`src/shared/pss_pkg.sv`:
```
// Package: constants and types for the synthesizer digital core
package pss_pkg;
	localparam int REF_WORD_BITS  = 16;
	localparam int PROG_WORD_BITS = 19;
	localparam int REF_LATCH_BITS = 15;
	localparam int PROG_LATCH_BITS = 18;
	localparam int REF_DIV_BITS   = 14;
	localparam int MAIN_BITS      = 11;
	localparam int SWALLOW_BITS   = 7;
	localparam int SHIFT_BITS     = 19;
	localparam int BASE_RATIO_LO  = 64;
	localparam int BASE_RATIO_HI  = 128;
	localparam int POS_RATIO_SEL  = 14;
	localparam int POS_MAIN_LSB   = 7;
	localparam int POS_SWALLOW_LSB = 0;
	localparam logic [14:0] REF_LATCH_RST  = 15'h0000;
	localparam logic [17:0] PROG_LATCH_RST = 18'h00000;

	typedef struct packed {
		logic        prescaler_ratio_select;
		logic [13:0] reference_division_number;
	} pss_ref_latch_t;

	typedef struct packed {
		logic [10:0] main_count;
		logic [6:0]  swallow_count;
	} pss_prog_latch_t;

	typedef struct packed {
		logic drive;
		logic level;
	} pss_pump_t;

	typedef enum logic [1:0] {
		PD_IDLE = 2'b00,
		PD_UP   = 2'b01,
		PD_DOWN = 2'b10
	} pss_pd_state_t;
endpackage

```
`src/rtl/pss_divider.sv`:
```
// Module: loadable divide-by-N counter giving one-cycle output pulses
`timescale 1ns/1ps
module pss_divider
	import pss_pkg::*;
#(
	parameter int WIDTH = 18
) (
	// Clock and reset
	input  wire logic             core_clk,
	input  wire logic             rst_n,
	input  wire logic             clk_en,
	// Count control
	input  wire logic             run,
	input  wire logic             tick,
	input  wire logic [WIDTH-1:0] modulus,
	// Output
	output logic                  pulse
);
	if (WIDTH < 2) begin : g_width_check
		$error("WIDTH too small");
	end

	logic [WIDTH-1:0] cnt_reg;
	logic [WIDTH-1:0] cnt_next;
	logic             pulse_reg;
	logic             pulse_next;

	always_comb begin
		cnt_next   = cnt_reg;
		pulse_next = 1'b0;
		if (!run) begin
			cnt_next = '0;
		end else if (tick) begin
			if (cnt_reg + WIDTH'(1) >= modulus) begin
				cnt_next   = '0;
				pulse_next = 1'b1;
			end else begin
				cnt_next = cnt_reg + WIDTH'(1);
			end
		end
	end

	always_ff @(posedge core_clk or negedge rst_n) begin
		if (!rst_n) begin
			cnt_reg   <= '0;
			pulse_reg <= 1'b0;
		end else if (clk_en) begin
			cnt_reg   <= cnt_next;
			pulse_reg <= pulse_next;
		end
	end

	assign pulse = pulse_reg;
endmodule

```
`src/rtl/pss_core.sv`:
```
// Module: serial-loaded synthesizer divider and phase comparator core
`timescale 1ns/1ps

module pss_core
	import pss_pkg::*;
(
	// Clock and reset
	input  wire logic core_clk,
	input  wire logic rst_n,
	input  wire logic clk_en,
	// Serial load port
	input  wire logic serial_shift_input_edge,
	input  wire logic serial_data,
	input  wire logic load_strobe,
	// Mode pins
	input  wire logic power_down_n,
	input  wire logic polarity_select,
	// Frequency inputs
	input  wire logic ref_oscillator_in,
	input  wire logic vco_in,
	// Charge pumps, output enable low while driving
	output logic      main_pump_out,
	output logic      main_pump_oe_n,
	output logic      aux_pump_out,
	output logic      aux_pump_oe_n,
	// Phase outputs and monitor
	output logic      ref_phase_out,
	output logic      prog_phase_out,
	output logic      monitor_out
);
	////////////////////////////////////////////////////////////////////////
	// Input synchronisers
	logic [6:0] sync1_reg;
	logic [6:0] sync2_reg;
	logic [3:0] edge_reg;
	logic       pdn_s;
	logic       pol_s;
	logic       sck_s;
	logic       sdat_s;
	logic       lat_s;
	logic       osc_s;
	logic       vco_s;

	always_ff @(posedge core_clk or negedge rst_n) begin
		if (!rst_n) begin
			sync1_reg <= '0;
			sync2_reg <= '0;
		end else if (clk_en) begin
			sync1_reg <= {serial_shift_input_edge, serial_data, load_strobe,
				ref_oscillator_in, vco_in, power_down_n, polarity_select};
			sync2_reg <= sync1_reg;
		end
	end

	assign {sck_s, sdat_s, lat_s, osc_s, vco_s, pdn_s, pol_s} = sync2_reg;

	logic active;
	assign active = pdn_s;

	////////////////////////////////////////////////////////////////////////
	// Shift register and latches
	logic [SHIFT_BITS-1:0] shift_reg;
	logic [SHIFT_BITS-1:0] shift_next;
	pss_ref_latch_t        ref_latch_reg;
	pss_ref_latch_t        ref_latch_next;
	pss_prog_latch_t       prog_latch_reg;
	pss_prog_latch_t       prog_latch_next;
	logic                  sck_rise;
	logic                  osc_rise;
	logic                  vco_rise;
	logic                  lat_rise;

	assign sck_rise = sck_s & ~edge_reg[3];
	assign lat_rise = lat_s & ~edge_reg[2];
	assign osc_rise = osc_s & ~edge_reg[1];
	assign vco_rise = vco_s & ~edge_reg[0];

	always_comb begin
		shift_next      = shift_reg;
		ref_latch_next  = ref_latch_reg;
		prog_latch_next = prog_latch_reg;
		if (active) begin
			if (sck_rise) begin
				shift_next = {shift_reg[SHIFT_BITS-2:0], sdat_s};
			end
			if (lat_rise) begin
				if (shift_reg[0]) begin
					// Ratio bit then divisor MSB first
					ref_latch_next = pss_ref_latch_t'(
						shift_reg[REF_WORD_BITS-1:1]);
				end else begin
					// Main then swallow
					prog_latch_next = pss_prog_latch_t'(
						shift_reg[PROG_WORD_BITS-1:1]);
				end
			end
		end
	end

	// Latches are never cleared by power-save
	always_ff @(posedge core_clk or negedge rst_n) begin
		if (!rst_n) begin
			shift_reg      <= '0;
			edge_reg       <= '0;
			ref_latch_reg  <= pss_ref_latch_t'(REF_LATCH_RST);
			prog_latch_reg <= pss_prog_latch_t'(PROG_LATCH_RST);
		end else if (clk_en) begin
			shift_reg      <= shift_next;
			edge_reg       <= {sck_s, lat_s, osc_s, vco_s};
			ref_latch_reg  <= ref_latch_next;
			prog_latch_reg <= prog_latch_next;
		end
	end

	////////////////////////////////////////////////////////////////////////
	// Reference divider
	logic ref_pulse;

	pss_divider #(
		.WIDTH(REF_DIV_BITS)
	) u_ref_div (
		.core_clk(core_clk),
		.rst_n   (rst_n),
		.clk_en  (clk_en),
		.run     (active),
		.tick    (osc_rise),
		.modulus (ref_latch_reg.reference_division_number),
		.pulse   (ref_pulse)
	);

	////////////////////////////////////////////////////////////////////////
	// Pulse-swallow programmable divider
	logic [7:0]  pre_cnt_reg;
	logic [7:0]  pre_cnt_next;
	logic [10:0] main_cnt_reg;
	logic [10:0] main_cnt_next;
	logic [6:0]  sw_cnt_reg;
	logic [6:0]  sw_cnt_next;
	logic        prog_pulse_reg;
	logic        prog_pulse_next;
	logic [7:0]  pre_mod;

	function automatic logic [7:0] base_ratio(input logic sel);
		return sel ? 8'(BASE_RATIO_LO) : 8'(BASE_RATIO_HI);
	endfunction

	// Base plus one while swallowing
	assign pre_mod = base_ratio(ref_latch_reg.prescaler_ratio_select)
		- ((sw_cnt_reg < prog_latch_reg.swallow_count) ? 8'h00 : 8'h01);

	always_comb begin
		pre_cnt_next    = pre_cnt_reg;
		main_cnt_next   = main_cnt_reg;
		sw_cnt_next     = sw_cnt_reg;
		prog_pulse_next = 1'b0;
		if (!active) begin
			pre_cnt_next  = '0;
			main_cnt_next = '0;
			sw_cnt_next   = '0;
		end else if (vco_rise) begin
			if (pre_cnt_reg >= pre_mod) begin
				pre_cnt_next = '0;
				if (sw_cnt_reg < prog_latch_reg.swallow_count) begin
					sw_cnt_next = sw_cnt_reg + 7'h01;
				end
				if (main_cnt_reg + 11'h001 >= prog_latch_reg.main_count) begin
					main_cnt_next   = '0;
					sw_cnt_next     = '0;
					prog_pulse_next = 1'b1;
				end else begin
					main_cnt_next = main_cnt_reg + 11'h001;
				end
			end else begin
				pre_cnt_next = pre_cnt_reg + 8'h01;
			end
		end
	end

	always_ff @(posedge core_clk or negedge rst_n) begin
		if (!rst_n) begin
			pre_cnt_reg    <= '0;
			main_cnt_reg   <= '0;
			sw_cnt_reg     <= '0;
			prog_pulse_reg <= 1'b0;
		end else if (clk_en) begin
			pre_cnt_reg    <= pre_cnt_next;
			main_cnt_reg   <= main_cnt_next;
			sw_cnt_reg     <= sw_cnt_next;
			prog_pulse_reg <= prog_pulse_next;
		end
	end

	////////////////////////////////////////////////////////////////////////
	// Phase comparator and outputs
	pss_pd_state_t pd_reg;
	pss_pd_state_t pd_next;
	logic          ref_div_reg;
	logic          ref_div_next;
	logic          prog_div_reg;
	logic          prog_div_next;
	pss_pump_t     pump_next;
	pss_pump_t     pump_reg;
	logic [2:0]    out_next;
	logic [2:0]    out_reg;
	logic          aux_en_reg;

	always_comb begin
		pd_next       = pd_reg;
		ref_div_next  = ref_div_reg ^ ref_pulse;
		prog_div_next = prog_div_reg ^ prog_pulse_reg;
		if (!active) begin
			pd_next = PD_IDLE;
		end else begin
			unique case (pd_reg)
				PD_IDLE: begin
					if (ref_pulse && !prog_pulse_reg) pd_next = PD_UP;
					else if (prog_pulse_reg && !ref_pulse) pd_next = PD_DOWN;
				end
				PD_UP: if (prog_pulse_reg) pd_next = PD_IDLE;
				PD_DOWN: if (ref_pulse) pd_next = PD_IDLE;
				default: pd_next = PD_IDLE;
			endcase
		end
		// Pump level and phase outputs
		pump_next.drive = active && (pd_next != PD_IDLE);
		pump_next.level = (pd_next == PD_UP) ~^ pol_s;
		if (pd_next == PD_IDLE) begin
			out_next[2:1] = 2'b01;
		end else begin
			out_next[2:1] = {2{~pump_next.level}};
		end
		// Monitor select
		out_next[0] = pol_s ? ref_div_next : prog_div_next;
	end

	always_ff @(posedge core_clk or negedge rst_n) begin
		if (!rst_n) begin
			pd_reg       <= PD_IDLE;
			ref_div_reg  <= 1'b0;
			prog_div_reg <= 1'b0;
			pump_reg     <= '0;
			out_reg      <= 3'h2;
			aux_en_reg   <= 1'b0;
		end else if (clk_en) begin
			pd_reg       <= pd_next;
			ref_div_reg  <= ref_div_next;
			prog_div_reg <= prog_div_next;
			pump_reg     <= pump_next;
			out_reg      <= out_next;
			aux_en_reg   <= lat_s;
		end
	end

	assign main_pump_out  = pump_reg.level;
	assign main_pump_oe_n = ~pump_reg.drive;
	assign aux_pump_out   = pump_reg.level;
	assign aux_pump_oe_n  = ~(pump_reg.drive & aux_en_reg);
	assign ref_phase_out  = out_reg[2];
	assign prog_phase_out = out_reg[1];
	assign monitor_out    = out_reg[0];
endmodule

```
`config.mk`:
```
export PLATFORM = sky130hd
export DESIGN_NAME = pss_core
export DESIGN_NICKNAME = d
export VERILOG_FILES = /design/src/shared/pss_pkg.sv /design/src/rtl/pss_divider.sv /design/src/rtl/pss_core.sv
export SDC_FILE = /design/constraint.sdc
export NUM_CORES = 1
export LEC_CHECK = 0
export ABC_AREA = 0
export BUFFER_PORTS_ARGS = -buffer_cell sky130_fd_sc_hd__buf_2
export CORE_ASPECT_RATIO = 0.9
export CORE_UTILIZATION = 62
export DETAILED_ROUTE_END_ITERATION = 10
export PLACE_DENSITY_LB_ADDON = 0.2
export SLEW_MARGIN = 20
export SYNTH_ARGS = -nofsm -noshare
export SYNTH_HDL_FRONTEND = slang
export SYNTH_SLANG_ARGS = --single-unit
export TNS_END_PERCENT = 10
```
`constraint.sdc`:
```
create_clock -name core_clk -period 4.44 [get_ports core_clk]
set_input_delay 0.666 -clock core_clk [delete_from_list [all_inputs] [get_ports core_clk]]
set_output_delay 0.666 -clock core_clk [all_outputs]
set_load 0.02 [all_outputs]
```
==> results.yml <==
power:
  p_leak_nw: 3.36
  switching_share_pct: 34.4
  power.internal_mw: 2.37
  p_seq_share_pct: 39.3
  cellPowerDensity_mw_per_mm2: 516
  p_sw_mw: 1.24
  total_power_mw: 3.61
  pwr-share-clk_pct: 34.9
  ir_drop_v: 0.000347
  pwr-share-comb_pct: 25.8
min_path:
  hold_path_class: "in2async"
global_route:
  grt_overflow: 0
  grtUsageTotal_pct: 25.5
  grt_pass1_vias: 4594
  grt_pass1_wl_um: 20800
  grt_max_degree: 60
  antenna_found_initial: 0
route:
  ant_nets: 0
  drt_wl_total_um: 11800
  vias: 4407
  wl_per_cell_um: 15.7
  viasPerCell: 5.89
  dr.pass1.iters: 5
  drc: 0
  drt_iter0_markers: 182
finish:
  layout-drive-gt1-share_pct: 19.6
  multi_input_area_mm2: 0.00296
  diodes: 0
  largest_reg_flops: 19
  seq_area_mm2: 0.00303
  fill_cells: 682
  nets: 663
  syn_to_final_growth_pct: 11.8
logic_synthesis:
  synth.avg_cell_area_um2: 10.6
  synth_area_mm2: 0.00626
  synth_cell_types: 53
  synth_area_leader_cell: "dfrtp_1"
  ys_top_cells_by_area: "dfrtp_1 (48%), mux2_2 (9.9%), ha_1 (8.8%)"
  synth_edf_count: 0
  synth_top_area_share_pct: 48.0
  synth-main-ff-cell: "dfrtp_1"
  synth_common_cells: "dfrtp_1 (120), nand2_1 (60), mux2_2 (55)"
  netlist_instances: 589
  yosysSeqAreaShare_pct: 48.4
  async_flop_share_pct: 100
  syn-num-nets: 643
  ys_seq_elements: 121
  synth_warnings: 0
  post-synth-top-count-cell: "dfrtp_1"
clock_network:
  cts_setup_buffers: 0
  clockBufferDepth: 2
  cts.repair.resized: 0
  clk_pin_slew_ns: 0.06
  htree_levels: 4
  cts_tree: "built"
  cts_root_buffer: "clkbuf_8"
  numCtsBuffers: 17
  holdBufCountCts: 0
  clk_latency_ns: 0.53
  cts_sinks: 121
floorplan:
  die_h_um: 97.3
  initial_core_util_pct: 64.2
  rows: 34
  die_area_mm2: 0.0105
  core-area_mm2: 0.00974
  dieWidth_um: 108
  io_pins: 17
sta:
  worstMarginPinSlew_ns: 1.06
  tns_ns: 0
  setup_viol_count_final: 0
  grt_setup_unrepaired: "no"
  fin_skew_ns: 0.00766
  timing.final.crit_share_pct: 91.2
  min_period_ns: 4.05
  slew-limit-headroom_pct: 28.8
  whs_ns: 0.194
  clock.fmax_ghz: 0.247
  slew_violations: 0
  hold_viol_final: 0
setup_path:
  cp.arrival_ns: 4.48
  worstPathRequired_ns: 4.88
  crit_type: "reg2reg"
  end_kind: "register"
  crit_path_max_fanout: 9
  cp-start-kind: "register"
placement:
  io_buffers: 16
  gp_congestion: 0.832
  dpl.hpwl_um: 8020
run_status:
  status: "finished, final reports clean"
flow_run:
  maxCapViolations: 0
[cell usage in the layout (no fill, tap or decap), drive strengths merged, types with 2 or more instances in the layout]
cell type / instances
ha: 44
inv: 52
a22o: 5
a31o: 2
o211a: 5
o211ai: 3
nor4: 2
and3: 11
buf: 21
nor2: 23
nor2b: 8
clkbuf: 18
a221oi: 2
mux2: 55
nand3: 19
nand2b: 5
xnor2: 15
nand4: 10
a32o: 6
a21oi: 24
nor3: 5
clkinv: 4
mux2i: 5
a211oi: 2
xor2: 11
o21a: 3
o32ai: 2
clkinvlp: 6
a31oi: 8
or3: 4
nand2: 60
o22ai: 3
o21ai: 38
or2: 3
a21o: 5
dfrtp: 120
and2: 2
[power by group through the flow]
stage | combinational, mW | clock [mW] | sequential (mW)
after CTS | 0.928 | 1.27 | 1.42
after global routing | 1.05 | 1.32 | 1.45
after floorplan | 0.685 | 0 | 1.41
after global placement | 0.837 | 0 | 1.43
final | 0.930 | 1.26 | 1.42
after detailed placement | 0.912 | 0 | 1.44
[metrics by stage]
step | area, um^2 | instances | utilization, % | setup WS, ns
2_1_floorplan | 6260 | 589 | - | 1.12
3_3_place_gp | 6440 | 716 | 66.2 | 0.837
3_5_place_dp | 6440 | 716 | 66.2 | 0.531
4_1_cts | 6990 | 748 | 71.8 | 0.502
5_1_grt | 6990 | 748 | 71.8 | 0.112
6_report | 6990 | 748 | 71.8 | 0.393
[cell families (layout without fill, tap and decap cells)]
family / Yosys count / count (layout) / share of synthesized area, %
adder cells (fa/ha/maj): 44 / 44 / 8.80
XOR/XNOR: 26 / 26 / 3.64
multiplexers: 60 / 60 / 10.7
AO/OA/AOI/OAI: 115 / 115 / 12.1
AND/OR/NAND/NOR: 155 / 155 / 12.0
flip-flops: 121 / 121 / 48.4
buffers and inverters: 68 / 101 / 4.36
[worst max-delay path, cell delays in order, from the launching register on]
cell,delay [ns]
dfrtp_1,0.40
ha_1,0.37
nand4_1,0.14
and3_1,0.22
o21ai_1,0.32
inv_1,0.26
ha_1,0.34
inv_1,0.04
ha_1,0.29
a21o_1,0.19
a221oi_1,0.30
o21a_2,0.29
a21o_1,0.37
a31oi_1,0.18
o21ai_0,0.25
[worst paths after layout]
| check | start | end | slack, ns | cells after the start |
|---|---|---|---|---|
| max | sw_cnt_reg[6]$_DFFE_PN0P_ | sw_cnt_reg[4]$_DFFE_PN0P_ | 0.39 | 14 |
| min | rst_n | u_ref_div.cnt_reg[11]$_DFFE_PN0P_ | 0.19 | 1 |
| max reg2reg | sw_cnt_reg[6]$_DFFE_PN0P_ | sw_cnt_reg[4]$_DFFE_PN0P_ | 0.39 | 14 |
| min reg2reg | shift_reg[18]$_DFFE_PN0P_ | prog_latch_reg[17]$_DFFE_PN0P_ | 0.48 | 2 |
| max in group asynchronous | rst_n | out_reg[1]$_DFFE_PN1P_ | 3.31 | 2 |
| min in group core_clk | polarity_select | sync1_reg[0]$_DFFE_PN0P_ | 0.37 | 2 |
[layout make-up]
cell class,count,area share (%)
multi-input combinational,400,42.3
sequential,121,43.3
inverter,48,2.58
clock inverter,14,1.68
clock buffer,18,6.12
timing repair buffer,21,1.72
tap,126,2.25
[layer usage]
layer  track usage (%)  routed length (um)
met5                 0                   0
met1              32.4                5280
met4              10.5                 233
met3              6.71                 403
met2              41.4                5850
Power figures use the tool's default switching activity.
